==> src/fcd_pkg.sv <==
// Shared constants, opcodes and types for the serial flash command decoder
package fcd_pkg;

    // ****************************************
    // Widths and counts
    // ****************************************
    localparam int          OPC_W       = 8;
    localparam int          ADDR_W      = 24;
    localparam int          CNT_W       = 6;
    localparam int          SR_W        = 8;
    localparam logic [5:0]  CNT_ZERO    = 6'h00;
    localparam logic [5:0]  CNT_OPC     = 6'h08;
    localparam logic [5:0]  CNT_SRW     = 6'h10;
    localparam logic [5:0]  CNT_ADDR    = 6'h20;
    localparam logic [5:0]  CNT_PROG    = 6'h28;
    localparam logic [5:0]  CNT_WRAP    = 6'h2f;
    localparam logic [2:0]  BYTE_LAST   = 3'h7;
    localparam logic [7:0]  ID_DEFAULT  = 8'h5a;   // Arbitrary identifier value
    localparam logic [2:0]  SYNC_RST    = 3'h1;    // Chip select idles high

    // ****************************************
    // Opcodes
    // ****************************************
    localparam logic [7:0]  OPC_SET_WL         = 8'h06;
    localparam logic [7:0]  OPC_CLR_WL         = 8'h04;
    localparam logic [7:0]  OPC_STATUS_WR      = 8'h01;
    localparam logic [7:0]  OPC_HALF_BLK_ERASE = 8'h52;
    localparam logic [7:0]  OPC_BLK_ERASE      = 8'hd8;
    localparam logic [7:0]  OPC_SECT_ERASE     = 8'h20;
    localparam logic [7:0]  OPC_CHIP_ERASE_A   = 8'h60;
    localparam logic [7:0]  OPC_CHIP_ERASE_B   = 8'hc7;
    localparam logic [7:0]  OPC_PAGE_PROG      = 8'h02;
    localparam logic [7:0]  OPC_QUAD_PROG      = 8'h38;
    localparam logic [7:0]  OPC_CONT_PROG      = 8'had;
    localparam logic [7:0]  OPC_SLEEP          = 8'hb9;
    localparam logic [7:0]  OPC_WAKE_ID        = 8'hab;
    localparam logic [7:0]  OPC_OTP_ENTER      = 8'hb1;
    localparam logic [7:0]  OPC_OTP_EXIT       = 8'hc1;
    localparam logic [7:0]  OPC_GANG_LOCK      = 8'h7e;
    localparam logic [7:0]  OPC_GANG_UNLOCK    = 8'h98;
    localparam logic [7:0]  OPC_ONE_LOCK       = 8'h36;
    localparam logic [7:0]  OPC_ONE_UNLOCK     = 8'h39;

    // ****************************************
    // Types
    // ****************************************
    typedef enum logic [3:0] {
        FCD_OP_NONE, FCD_OP_HALF_BLK_ERASE, FCD_OP_BLK_ERASE, FCD_OP_SECT_ERASE,
        FCD_OP_CHIP_ERASE, FCD_OP_PAGE_PROG, FCD_OP_QUAD_PROG, FCD_OP_CONT_PROG,
        FCD_OP_STATUS_WR, FCD_OP_ONE_LOCK, FCD_OP_ONE_UNLOCK
    } fcd_op_t;

    typedef enum logic [2:0] {
        FCD_LEN_BAD, FCD_LEN_OPC, FCD_LEN_SRW, FCD_LEN_ADDR, FCD_LEN_PROG
    } fcd_len_t;

    typedef enum logic [4:0] {
        ST_IDLE   = 5'b00001,
        ST_OPC    = 5'b00010,
        ST_ARG    = 5'b00100,
        ST_IDOUT  = 5'b01000,
        ST_IGNORE = 5'b10000
    } fcd_state_t;

    typedef struct packed {
        fcd_op_t     op;
        fcd_len_t    len;
    } fcd_dec_t;

    typedef struct packed {
        fcd_op_t     op;
        logic [23:0] addr;
        logic [7:0]  data;
    } fcd_req_t;

    // ****************************************
    // Opcode table
    // ****************************************
    function automatic fcd_dec_t decode(input logic [7:0] opc);
        fcd_dec_t d;
        d = '{op: FCD_OP_NONE, len: FCD_LEN_BAD};
        unique case (opc)
            OPC_SET_WL, OPC_CLR_WL, OPC_SLEEP, OPC_OTP_ENTER, OPC_OTP_EXIT,
            OPC_GANG_LOCK, OPC_GANG_UNLOCK, OPC_WAKE_ID: d.len = FCD_LEN_OPC;
            OPC_CHIP_ERASE_A, OPC_CHIP_ERASE_B: d = '{FCD_OP_CHIP_ERASE, FCD_LEN_OPC};
            OPC_HALF_BLK_ERASE: d = '{FCD_OP_HALF_BLK_ERASE, FCD_LEN_ADDR};
            OPC_BLK_ERASE:      d = '{FCD_OP_BLK_ERASE, FCD_LEN_ADDR};
            OPC_SECT_ERASE:     d = '{FCD_OP_SECT_ERASE, FCD_LEN_ADDR};
            OPC_ONE_LOCK:       d = '{FCD_OP_ONE_LOCK, FCD_LEN_ADDR};
            OPC_ONE_UNLOCK:     d = '{FCD_OP_ONE_UNLOCK, FCD_LEN_ADDR};
            OPC_STATUS_WR:      d = '{FCD_OP_STATUS_WR, FCD_LEN_SRW};
            OPC_PAGE_PROG:      d = '{FCD_OP_PAGE_PROG, FCD_LEN_PROG};
            OPC_QUAD_PROG:      d = '{FCD_OP_QUAD_PROG, FCD_LEN_PROG};
            OPC_CONT_PROG:      d = '{FCD_OP_CONT_PROG, FCD_LEN_PROG};
            default:            d.len = FCD_LEN_BAD;
        endcase
        return d;
    endfunction : decode

endpackage : fcd_pkg

==> src/fcd_pin_sync.sv <==
// Three-stage pin synchroniser with agreement filter
module fcd_pin_sync
    import fcd_pkg::*;
#(
    parameter int               W       = 3,
    parameter logic [W-1:0]     RST_VAL = '0
) (
    input  wire logic           clk_i,
    input  wire logic           rst_n_i,
    input  wire logic           ce_i,
    input  wire logic [W-1:0]   d_i,
    output logic      [W-1:0]   q_o
);

    // ****************************************
    // Per-bit stages
    // ****************************************
    for (genvar i = 0; i < W; i++) begin : g_bit
        logic s1_r;
        logic s2_r;
        logic s3_r;
        always_ff @(posedge clk_i or negedge rst_n_i) begin
            if (!rst_n_i) begin
                s1_r   <= RST_VAL[i];
                s2_r   <= RST_VAL[i];
                s3_r   <= RST_VAL[i];
                q_o[i] <= RST_VAL[i];
            end else if (ce_i) begin
                s1_r <= d_i[i];
                s2_r <= s1_r;
                s3_r <= s2_r;
                // Only accept a level once two late stages agree
                if (s2_r == s3_r) begin
                    q_o[i] <= s3_r;
                end
            end
        end
    end

endmodule : fcd_pin_sync

==> src/fcd_decoder.sv <==
// Serial flash command decoder with write enable latch
//
// Behaviour
// Decode half-block erase and chip erase
// Enter and leave deep power-down
// Identifier byte after 24 dummy clocks
// Enter secured OTP access mode
// Exit secured OTP access mode
// Gang lock and gang unlock whole array
// Individual protect mode starts all locked
// Host sends only defined opcodes
// Host sets latch before every modify
// Set-latch opcode alone sets the latch
// Clear-latch opcode alone clears the latch
// Finished program/erase/status write clears latch
// Power-up and lock commands clear latch
// Refuse modify commands while latch clear
// Protected target ignored, latch cleared
// Latch reported as status bit one
// Unknown opcode ignored until deselect
module fcd_decoder
    import fcd_pkg::*;
#(
    parameter logic [7:0]       ID_CODE = ID_DEFAULT
) (
    input  wire logic           mclk_i,
    input  wire logic           rst_n_i,
    input  wire logic           ce_i,
    input  wire logic           cs_n_i,
    input  wire logic           sclk_i,
    input  wire logic           si_i,
    input  wire logic           busy_i,
    input  wire logic           op_done_i,
    input  wire logic           protect_hit_i,
    input  wire logic           indiv_mode_i,
    input  wire logic [5:0]     sr_hi_i,
    output logic                so_o,
    output logic                so_oe_o,
    output logic                write_enable_latch_o,
    output logic                deep_sleep_o,
    output logic                otp_mode_o,
    output logic                all_locked_o,
    output logic                req_valid_o,
    output fcd_req_t            req_o,
    output logic [SR_W-1:0]     status_o
);

    // ****************************************
    // Reset release and pin capture
    // ****************************************
    logic               rst_ff_r;
    logic               rst_n_r;
    logic [2:0]         pins_s;
    logic               cs_act_q_r;
    logic               sclk_q_r;
    always_ff @(posedge mclk_i or negedge rst_n_i) begin
        if (!rst_n_i) begin
            rst_ff_r <= 1'b0;
            rst_n_r  <= 1'b0;
        end else begin
            rst_ff_r <= 1'b1;
            rst_n_r  <= rst_ff_r;
        end
    end
    fcd_pin_sync #(
        .W       (3),
        .RST_VAL (SYNC_RST)
    ) u_sync (
        .clk_i   (mclk_i),
        .rst_n_i (rst_n_r),
        .ce_i    (ce_i),
        .d_i     ({si_i, sclk_i, cs_n_i}),
        .q_o     (pins_s)
    );
    wire cs_act    = !pins_s[0];
    wire sclk_s    = pins_s[1];
    wire si_s      = pins_s[2];
    wire cs_fall   = cs_act && !cs_act_q_r;
    wire cs_rise   = !cs_act && cs_act_q_r;
    wire sclk_rise = cs_act && sclk_s && !sclk_q_r;
    wire sclk_fall = cs_act && !sclk_s && sclk_q_r;
    always_ff @(posedge mclk_i or negedge rst_n_r) begin
        if (!rst_n_r) begin
            cs_act_q_r <= 1'b0;
            sclk_q_r   <= 1'b0;
        end else if (ce_i) begin
            cs_act_q_r <= cs_act;
            sclk_q_r   <= sclk_s;
        end
    end

    // ****************************************
    // Serial framing
    // ****************************************
    fcd_state_t         st_r;
    logic [CNT_W-1:0]   cnt_r;
    logic [7:0]         sh_r;
    logic [7:0]         opc_r;
    logic [ADDR_W-1:0]  addr_r;
    logic [7:0]         id_sh_r;
    logic               wel_r;
    logic               sleep_r;
    wire  [7:0]         byte_in = {sh_r[6:0], si_s};
    wire  fcd_dec_t     dec_in  = decode(byte_in);
    wire  fcd_dec_t     dec     = decode(opc_r);
    always_ff @(posedge mclk_i or negedge rst_n_r) begin
        if (!rst_n_r) begin
            st_r    <= ST_IDLE;
            cnt_r   <= CNT_ZERO;
            sh_r    <= 8'h00;
            opc_r   <= 8'h00;
            addr_r  <= '0;
            id_sh_r <= 8'h00;
        end else if (ce_i) begin
            if (cs_fall) begin
                st_r  <= ST_OPC;
                cnt_r <= CNT_ZERO;
            end else if (!cs_act) begin
                st_r  <= ST_IDLE;
            end else if (sclk_rise) begin
                sh_r  <= byte_in;
                // Counter cycles one byte past the address so long bursts keep alignment
                cnt_r <= (cnt_r == CNT_WRAP) ? CNT_PROG : cnt_r + 6'h01;
                if (cnt_r < CNT_ADDR && cnt_r >= CNT_OPC) begin
                    addr_r <= {addr_r[ADDR_W-2:0], si_s};
                end
                unique case (st_r)
                    ST_OPC: begin
                        if (cnt_r == CNT_OPC - 6'h01) begin
                            opc_r <= byte_in;
                            if (dec_in.len == FCD_LEN_BAD || busy_i) begin
                                st_r <= ST_IGNORE;
                            end else if (sleep_r && byte_in != OPC_WAKE_ID) begin
                                st_r <= ST_IGNORE;
                            end else begin
                                st_r <= ST_ARG;
                            end
                        end
                    end
                    ST_ARG: begin
                        if (opc_r == OPC_WAKE_ID && cnt_r == CNT_ADDR - 6'h01) begin
                            st_r    <= ST_IDOUT;
                            id_sh_r <= {ID_CODE[0], ID_CODE[7:1]};
                        end
                    end
                    ST_IDOUT, ST_IGNORE, ST_IDLE: ;
                endcase
            end else if (sclk_fall && st_r == ST_IDOUT) begin
                id_sh_r <= {id_sh_r[6:0], id_sh_r[7]};
            end
        end
    end

    // ****************************************
    // Execution at deselect
    // ****************************************
    wire in_arg   = (st_r == ST_ARG);
    wire byte_end = (cnt_r == CNT_PROG);
    logic len_ok;
    always_comb begin
        unique case (dec.len)
            FCD_LEN_OPC:  len_ok = (cnt_r == CNT_OPC);
            FCD_LEN_SRW:  len_ok = (cnt_r == CNT_SRW);
            FCD_LEN_ADDR: len_ok = (cnt_r == CNT_ADDR);
            FCD_LEN_PROG: len_ok = byte_end;
            default:      len_ok = 1'b0;
        endcase
    end
    wire exec      = cs_rise && in_arg && len_ok;
    wire set_x     = exec && opc_r == OPC_SET_WL;
    wire clr_x     = exec && opc_r == OPC_CLR_WL;
    wire gang_x    = exec && (opc_r == OPC_GANG_LOCK || opc_r == OPC_GANG_UNLOCK);
    wire mod_x     = exec && dec.op != FCD_OP_NONE;
    wire lock_op   = dec.op == FCD_OP_ONE_LOCK || dec.op == FCD_OP_ONE_UNLOCK;
    wire prot_x    = mod_x && !lock_op && dec.op != FCD_OP_STATUS_WR && protect_hit_i;
    wire grant_x   = mod_x && wel_r && !prot_x;
    wire wel_clr   = clr_x || op_done_i || prot_x
                     || (wel_r && (gang_x || (mod_x && lock_op)));
    always_ff @(posedge mclk_i or negedge rst_n_r) begin
        if (!rst_n_r) begin
            wel_r <= 1'b0;
        end else if (ce_i) begin
            if (wel_clr) begin
                wel_r <= 1'b0;
            end
            // Set placed last so a clear in the same cycle loses
            if (set_x) begin
                wel_r <= 1'b1;
            end
        end
    end
    // Any complete wake opcode received while busy_i is low, with or without the identifier read, ends sleep
    always_ff @(posedge mclk_i or negedge rst_n_r) begin
        if (!rst_n_r) begin
            sleep_r      <= 1'b0;
            otp_mode_o   <= 1'b0;
        end else if (ce_i) begin
            if (exec && opc_r == OPC_SLEEP) begin
                sleep_r <= 1'b1;
            end else if (cs_rise && opc_r == OPC_WAKE_ID && (in_arg || st_r == ST_IDOUT)) begin
                sleep_r <= 1'b0;
            end
            if (exec && opc_r == OPC_OTP_ENTER) begin
                otp_mode_o <= 1'b1;
            end else if (exec && opc_r == OPC_OTP_EXIT) begin
                otp_mode_o <= 1'b0;
            end
        end
    end
    logic indiv_q_r;
    always_ff @(posedge mclk_i or negedge rst_n_r) begin
        if (!rst_n_r) begin
            all_locked_o <= 1'b0;
            indiv_q_r    <= 1'b0;
        end else if (ce_i) begin
            indiv_q_r <= indiv_mode_i;
            if (indiv_mode_i && !indiv_q_r) begin
                all_locked_o <= 1'b1;
            end else if (gang_x && wel_r) begin
                all_locked_o <= (opc_r == OPC_GANG_LOCK);
            end
        end
    end

    // ****************************************
    // Output registers
    // ****************************************
    always_ff @(posedge mclk_i or negedge rst_n_r) begin
        if (!rst_n_r) begin
            req_valid_o <= 1'b0;
            req_o       <= '0;
            so_o        <= 1'b0;
            so_oe_o     <= 1'b0;
            status_o    <= '0;
        end else if (ce_i) begin
            req_valid_o <= grant_x;
            if (grant_x) begin
                // Status write data is the received byte unmasked, latch and busy bit positions included
                req_o <= '{op: dec.op, addr: addr_r, data: sh_r};
            end
            so_o     <= id_sh_r[7];
            so_oe_o  <= cs_act && st_r == ST_IDOUT;
            status_o <= {sr_hi_i, wel_r, busy_i};
        end
    end
    assign write_enable_latch_o = wel_r;
    assign deep_sleep_o         = sleep_r;
endmodule : fcd_decoder

==> config.mk <==
export PLATFORM = sky130hd
export DESIGN_NAME = fcd_decoder
export DESIGN_NICKNAME = d
export VERILOG_FILES = /design/src/fcd_pkg.sv /design/src/fcd_pin_sync.sv /design/src/fcd_decoder.sv
export SDC_FILE = /design/constraint.sdc
export NUM_CORES = 1
export LEC_CHECK = 0
export ABC_CLOCK_PERIOD_IN_PS = 5920
export BUFFER_PORTS_ARGS = -buffer_cell sky130_fd_sc_hd__buf_2
export CORE_MARGIN = 2
export CORE_UTILIZATION = 45
export DETAILED_ROUTE_END_ITERATION = 10
export PLACE_DENSITY = 0.7
export SYNTH_ARGS = -nofsm -noshare
export SYNTH_HDL_FRONTEND = slang
export SYNTH_SLANG_ARGS = --single-unit
==> constraint.sdc <==
create_clock -name mclk_i -period 5.92 [get_ports mclk_i]
set_input_delay 0.296 -clock mclk_i [delete_from_list [all_inputs] [get_ports mclk_i]]
set_output_delay 0.296 -clock mclk_i [all_outputs]
set_load 0.1 [all_outputs]
* Word level (Yosys, flattened, before mapping)
Index checks and enable logic that the tools add are counted.
** Operators by class
- $add $sub $neg :: 1
- Order comparisons :: 2
- Equality and inequality tests :: 64
- Muxes and demuxes :: 28
- Bitwise logic cells :: 2
- Reductions and logical operators :: 77
** Operator list (number)
- 8-bit == test, second input constant :: 16
- 8-bit by 6-bit == test with 1-bit output, second input constant :: 8
- 8-bit by 7-bit == test with 1-bit output, second input constant :: 6
- 4-bit one-hot mux with 10 select lines :: 1
- 5-bit two-way mux :: 7
- 8-bit by 3-bit == test with 1-bit output, second input constant :: 4
- 8-bit two-way mux :: 4
- 1-bit logical AND :: 31
- 6-bit two-way mux :: 4
- 3-bit one-hot mux with 4 select lines :: 2
- 10-bit OR reduction :: 2
- 6-bit == test, second input constant :: 3
- 8-bit by 1-bit == test with 1-bit output, second input constant :: 2
- 8-bit by 2-bit == test with 1-bit output, second input constant :: 2
- 2-bit AND reduction :: 8
- 6-bit by 5-bit == test with 1-bit output, second input constant :: 2
- 6-bit AND reduction :: 2
- 2-bit nonzero test :: 6
- 5-bit one-hot mux with 2 select lines :: 1
- 5-bit AND reduction :: 2
- 5-bit OR reduction :: 2
- 4-bit == test, second input constant :: 2
- 1-bit logical OR :: 8
- 1-bit two-way mux :: 8
- other kinds (28) :: 41
** Word-level totals
- Register bits after elaboration :: 127
- Input bits :: 16
- Output and inout port bits :: 51
- Logic and storage cells :: 208

* Longest topological paths before layout
Gate-level depths: netlist of run 1.
- Depth in word-level cells :: 14
- Depth in mapped cells :: 11

* Cells and area by module
Synthesis of run 1 repeated with hierarchy kept, for this count alone.
** Second synthesis, totals
- Cells, all modules :: 491
- Area total of the unflattened synthesis :: 5868.1 µm²
** Modules (own cells, without submodules)
- fcd_decoder :: times used 1, cells an instance 455, area each 5350.1 µm², seq. area each 2879.0 µm²
- fcd_pin_sync :: times used 1, cells an instance 36, area each 518.0 µm², seq. area each 305.3 µm²

* Least setup slack after synthesis of run 1
No wires, ideal clock.
- Kind :: register to register
- From :: register opc_r[0]
- To :: register req_o[10] in the netlist's numbering
- Data arrival time :: 2.605 ns
- Data required time :: 5.795 ns
- Slack :: 3.189 ns
- Cell stages (with the launch flop) :: 11
- Buffers on the path :: 3
- Clock period less this slack :: 2.731 ns
- Path through :: dfrtp_1 -> buf_4 -> or4_1 -> o22ai_2 -> nand3_1 -> o41ai_2 -> mux2i_1 -> or4_1 -> buf_6 -> buf_12 -> mux2_4
** On the way
- Word-level cells in the longest chain between the ends :: 13
- Elaborated cells on any way between the ends :: 45
** Ends and longest elaborated chain
- start: declaration :: RTL line fcd_decoder.sv:98 : logic [7:0] opc_r;
- start signal: assignment :: RTL line fcd_decoder.sv:130 : opc_r <= byte_in;
- 8-bit by 3-bit == test with 1-bit output (tied with other cells) :: RTL line fcd_pkg.sv:82 : unique case (opc)
- 10-bit OR reduction (no source line) (tied with other cells)
- 3-bit one-hot mux with 4 select lines :: RTL line fcd_pkg.sv:82
- 3-bit == test (tied with other cells) :: RTL line fcd_decoder.sv:161 : unique case (dec.len)
- 1-bit one-hot mux with 4 select lines :: RTL line fcd_decoder.sv:161
- 1-bit logical AND :: RTL line fcd_decoder.sv:169 : wire exec = cs_rise && in_arg && len_ok;
- 1-bit logical AND :: RTL line fcd_decoder.sv:173 : wire mod_x = exec && dec.op != FCD_OP_NONE;
- 1-bit logical AND (3 in a row) :: RTL line fcd_decoder.sv:175 : wire prot_x = mod_x && !lock_op && dec.op != FCD_OP_STATUS_WR && protect_hit_i;
- 1-bit zero test :: RTL line fcd_decoder.sv:176 : wire grant_x = mod_x && wel_r && !prot_x;
- 1-bit logical AND * :: RTL line fcd_decoder.sv:176
- 2-bit AND reduction (no source line) *
- end signal: assignment :: RTL line fcd_decoder.sv:239 : req_o <= '{op: dec.op, addr: addr_r, data: sh_r};
- end: declaration :: RTL line fcd_decoder.sv:44 : output fcd_req_t req_o,
Every way passes the cells marked *; elsewhere a longest branch is shown, timed or not.
A chain may end at the register's enable or synchronous reset.

* Final worst setup path of run 1
- From :: register opc_r[6]
- To :: register req_o[31] in the netlist's numbering
Same word-level chain as after synthesis.

==> metrics.txt, run 1 <==
status=finished clean; H-tree levels=4; Post-CTS Resized=0; std cell rows=42; Setup violations, final=0; CTS tree=built; vias=4077; Post-synth EDFFs=0; number of synthesized register bits=127; CP bufs+invs=0; Critical Path Start Type=flip-flop; area of the mapped netlist=6080 µm²; Worst Tran Pin Value=1.17 ns; first-pass GRT wire length=19.9 mm; io pins=67; Residual DRC=0; synthesized instance count=492; clk_lat worst skew=0.42 ns; Period minus WS final=3.76 ns; Top Family by Delay on Critical Path=simple AND/OR/NAND/NOR gates; final hold vios=0; Worst Clk Skew=0.0101 ns; worst vdd rail ir drop=0.000222 V; Area Growth Syn to Fin=17.2%; Die Y=120 µm; clock slew seen by the registers of the worst setup and hold paths=0.05 ns; Post-DP HPWL=7.90 mm; Crit-path slowest cell=or4_2; worst path required time=6.22 ns; final wirelength=11.7 mm; unique cell type count in the Yosys netlist=75; Routed Antenna Nets=0; Leak=3.49 nW; largest net degree at the start of global routing=64; CORE AREA=13200 µm²; die width=120 µm; Avg WL per Cell=15.9 µm; crit-path cells=nor2_1, nand3b_1, o2bb2ai_2, nor2_1, o41ai_2, mux2i_1, or4_2, mux2_4; Inserted Clock Buffers=17; Slew Viols, Final=0; Initial Utilization=46.1%; FFs w/ async S/R, synth=100%; remaining global-route overflow=0; Layout Nets=568; Mapped Nets=510; top cells by area, synth=dfrtp_1, mux2_2, mux2_4; vias in the first global route=4021; CTS sink cnt=127; Via density=5.52; Max Cap Viol=0; Worst slew margin=22.0%; Clk Tree Root Cell=clkbuf_16; initial antenna violation count=0; final design utilization=54.0%; period utilization=63.5%; kind of critical path=reg2reg; top_reg_cell synth=dfrtp_1; PnR worst setup slack=2.16 ns; Worst EP arrival=4.05 ns; Fillers=1101; area share of the largest cell type after synthesis=50.2%; routability cong.=0.887; DP Area=6450 µm²; Mean Syn Cell Area=12.3 µm²; Hold/Removal Path Class=in2reg; final instance area=7120 µm²; synth warn=0; max frequency=266 MHz; crit path capture type=flip-flop; gr usage total=17.5%; RSZ-0062 raised after global routing=no; Setup WS pre-CTS=2.21 ns; Synth area leader=dfrtp_1; n_diodes=0; initial DRC count=327; CP dominant cell by count=nor2_1; critical path fanouts, max=37; die area=14400 µm²; Max clock buf depth=2; Port Buffers=66; Seq/Total Area, Yosys=52.4%; PwrDens=342 nW/µm²; fraction of layout cells with a size suffix above 1=39.1%; setup TNS=0 ns; peak per-stage delay on the critical path=1.25 ns; First-pass DRT Iterations=5; hold slack=0.107 ns
[sequential cells by signal, summed over array words and instances (netlist names)]
register	count
req_o	36
addr_r	24
id_sh_r	8
opc_r	8
sh_r	8
status_o	8
cnt_r	6
st_r	5
u_sync.g_bit.s1_r	3
u_sync.g_bit.s2_r	3
u_sync.g_bit.s3_r	3
u_sync.q_o	3
all_locked_o	1
cs_act_q_r	1
deep_sleep_o	1
indiv_q_r	1
otp_mode_o	1
req_valid_o	1
rst_ff_r	1
rst_n_r	1
sclk_q_r	1
so_o	1
so_oe_o	1
write_enable_latch_o	1
[placed cells by master, fill, tap and decap left out, drive strengths merged, types with 7 or more instances in the layout]
| cell | netlist | layout |
|---|---|---|
| nand2 | 28 | 28 |
| nand2b | 8 | 8 |
| nand3 | 13 | 13 |
| mux2 | 97 | 97 |
| a22o | 7 | 7 |
| inv | 9 | 11 |
| buf | 17 | 68 |
| nor2 | 32 | 32 |
| dfrtp | 122 | 122 |
| a21oi | 12 | 12 |
| o21ai | 17 | 17 |
| clkbuf | 13 | 19 |
| nand4 | 8 | 8 |
| nor2b | 9 | 9 |
| nor3 | 10 | 10 |
[cell families (layout without fill, tap and decap cells)]
logic type               count (synthesis)  after routing  share of synthesized area [%]
multiplexers                           101            101                           20.4
AO/OA/AOI/OAI                           66             66                           7.89
XOR/XNOR                                 4              4                          0.577
buffers and inverters                   39            110                           3.89
AND/OR/NAND/NOR                        152            152                           14.4
adder cells (fa/ha/maj)                  2              2                          0.412
other                                    1              1                         0.0617
flip-flops                             127            127                           52.4
[what timing repair did]
action	4_1_cts	5_1_grt
hold buffers	1	0
buffers inserted	0	0
hold endpoints to repair	2	0
[final cells by class]
class                           count  area (µm²)  share of cell area [%]
Timing Repair Buffer               69         355                    4.99
Inverter                            9        33.8                   0.475
Sequential cell                   127        3190                    44.8
Tap cell                          176         220                    3.09
Clock buffer                       19         453                    6.36
Multi-Input combinational cell    326        2660                    37.4
Clock inverter                     13         208                    2.92
[final timing paths]
check / from / to / slack (ns) / depth (start not counted)
min in group asynchronous: rst_n_i / rst_n_r / 0.19 / 2
worst min-delay path: sr_hi_i[5] / status_o[7] / 0.11 / 2
worst max register to register: opc_r[6] / req_o[31] / 2.16 / 8
worst max-delay path: opc_r[6] / req_o[31] / 2.16 / 8
max in group asynchronous: rst_n_r / addr_r[14] / 4.21 / 1
worst min register to register: rst_ff_r / rst_n_r / 0.34 / 0
[synth_stat cells (all sizes together), types with 3 or more instances]
cell type / n
o31ai: 3
mux2: 97
nand4: 8
nand3b: 6
a22o: 7
clkbuf: 13
dfrtp: 122
o41ai: 3
mux2i: 4
nor3: 10
and3: 4
nand2b: 8
xor2: 3
nor2b: 9
o21ai: 17
o22a: 4
and4: 3
nand3: 13
nor4: 6
and3b: 5
buf: 17
nand2: 28
inv: 9
nor4b: 3
a21oi: 12
nor2: 32
dfstp: 5
nor3b: 4
[worst reg2reg max path: cells and delay by family, from the launching register on]
family / cells / cell delay (ns)
and+or+nand+nor: 4 / 1.90
muxes: 2 / 0.69
DFF: 1 / 0.54
AOI/OAI and AO/OA: 2 / 0.50
[where the power goes]
| part | internal [W] | switching (W) |
|---|---|---|
| clock | 0.000769 | 0.000379 |
| combinational | 0.000106 | 0.000141 |
| sequential | 0.000931 | 0.000104 |
[metal layers]
metal,part of all wire [%],global-route usage [%],routed length [µm]
met1,47,23.7,5490
met2,46,26.9,5340
met3,5.5,4.29,650
met4,2.1,7.65,248
met5,0,0,0
[through the flow]
step | cells | total power, W
after floorplan | 492 | 0.00123
after global placement | 706 | 0.00128
after detailed placement | 706 | 0.00130
after CTS | 739 | 0.00246
after global routing | 739 | 0.00254
final | 739 | 0.00243
(Power assumes the default switching activity.)
==> inputs of run 2 (changes only) <==
ABC_CLOCK_PERIOD_IN_PS = 3200   (was 5920)
PLACE_DENSITY = 0.72   (was 0.7)
clock period = 3.2 ns   (was 5.92 ns; I/O delays follow)
==> run 2 against run 1 <==
Effect of this change:
- cell area up 2.4%
- utilization up 1.3 points
- first-iteration DRC count down 1.2%
- critical path depth up 1
- clock power up 71%
- wire length up 0.80%
- largest power group unchanged
- final cell count up 3.0%
- die area unchanged
- clock-buffer cell count up 6
==> metrics.txt, run 2 (synthesis results as in run 1) <==
first-pass GRT wire length=19.8 mm; Area Growth Syn to Fin=20.0%; FF-to-FF path depth=9; Via density=5.34; setup TNS=0 ns; Die Y=120 µm; Critical Path Start Type=flip-flop; kind of critical path=reg2reg; RR Startpoint=opc_r[2]; R2R setup slack=0.15 ns; Inserted Clock Buffers=17; gr usage total=17.6%; clk_lat worst skew=0.42 ns; crit path launch=opc_r[2]; Fillers=1106; First-pass DRT Iterations=4; Routed Antenna Nets=0; std cell rows=42; Setup violations, final=0; most frequent cells in the layout=dfrtp_1, mux2_2, buf_2; crit path capture type=flip-flop; DP Area=6550 µm²; remaining global-route overflow=0; PwrDens=599 nW/µm²; Port Buffers=66; critical path fanouts, max=37; CP dominant cell by count=nand3_1; CP bufs+invs=1; max reg flops=36; Max Cap Viol=0; Leak=3.58 nW; Top Family by Delay on Critical Path=simple AND/OR/NAND/NOR gates; largest net degree at the start of global routing=65; initial antenna violation count=0; Avg WL per Cell=15.5 µm; n_diodes=0; hold slack=0.0268 ns; fraction of layout cells with a size suffix above 1=39.7%; Worst Tran Pin Value=0.782 ns; Layout Nets=590; most common cell after layout, fill and taps aside=dfrtp_1; vias in the first global route=4041; RSZ-0062 raised after global routing=no; Period minus WS final=3.05 ns; CTS sink cnt=127; Largest regs=req_o (36), addr_r (24); final hold vios=0; H-tree levels=4; Crit-path slowest cell=or4_2; max frequency=328 MHz; reg2reg end=req_o[31]; vias=4062; Residual DRC=0; Clk Tree Root Cell=clkbuf_16; period utilization=95.3%; Top reg by flops=req_o; peak per-stage delay on the critical path=0.71 ns; Worst Clk Skew=0.0145 ns; routability cong.=0.828; final instance area=7290 µm²; Hold/Removal Path Class=in2reg; initial DRC count=323; clock slew seen by the registers of the worst setup and hold paths=0.06 ns; crit-path cells=and4bb_1, nand3_1, nand3_1, nor2_1, o41ai_2, mux2i_1, or4_2, buf_12, mux2_4; worst vdd rail ir drop=0.000632 V; die width=120 µm; Slew Viols, Final=0; worst path required time=3.49 ns; Worst slew margin=47.9%; Worst EP arrival=3.34 ns; critical path depth=9; status=finished clean; final wirelength=11.8 mm; Power Total=0.00436 W; Worst Setup EP=req_o[31]; Initial Utilization=46.1%; Post-DP HPWL=8.15 mm; CORE AREA=13200 µm²; CTS tree=built; Max clock buf depth=2; die area=14400 µm²; io pins=67
[run 2: changes by cell type in the layout (fill, tap and decap cells not counted), sizes merged]
cell and delta:
dlygate4sd3 +10, clkinv +1, inv -2, buf +12
clkinvlp -4, bufinv -1, clkbuf +6
[run 2: repair_timing]
item	4_1_cts	5_1_grt
endpoints found under the hold margin	12	0
gates resized for setup	0	7
setup buffers	0	0
setup endpoints to repair	0	35
hold buffers	11	0
[run 2: worst min-delay path by stage]
stage,from,endpoint,slack [ns],cells after the start
floorplan,rst_n_i,rst_ff_r,-0.14,0
global placement,rst_n_i,rst_ff_r,-0.05,1
global route,busy_i,status_o[0],0.02,2
detailed placement,rst_n_i,rst_ff_r,-0.05,1
finish,busy_i,status_o[0],0.03,2
CTS,busy_i,status_o[0],0.008,2
[run 2: area by class of cell]
type	instances	area (µm²)	area share, %
multi-input combinational	326	2680	36.7
inverter	9	33.8	0.463
timing repair buffer	91	558	7.65
clock inverter	7	135	1.85
tap	176	220	3.02
sequential	127	3190	43.8
clock buffer	25	475	6.52
[run 2: stage by stage]
step | setup WS, ns | util [%] | instances
3_5_place_dp | 0.0611 | 49.7 | 718
6_report | 0.152 | 55.3 | 761
5_1_grt | 0.00670 | 55.3 | 761
2_1_floorplan | 0.469 | - | 492
4_1_cts | 0.0502 | 55.1 | 761
3_3_place_gp | 0.0376 | 49.7 | 718
[run 2: layer usage]
layer	part of all wire [%]	track usage, %	vias up
met5	0	0	-
met4	0.68	5.44	0
met3	5.6	5.94	4
met2	48	27.2	109
met1	46	23.6	1998
li1	-	-	1951
[run 2: power by group]
| group | internal (W) | leakage, nW | total [W] | switching (W) |
|---|---|---|---|---|
| sequential | 0.00172 | 1.69 | 0.00192 | 0.000193 |
| combinational | 0.000211 | 1.60 | 0.000471 | 0.000261 |
| clock | 0.00134 | 0.299 | 0.00197 | 0.000635 |
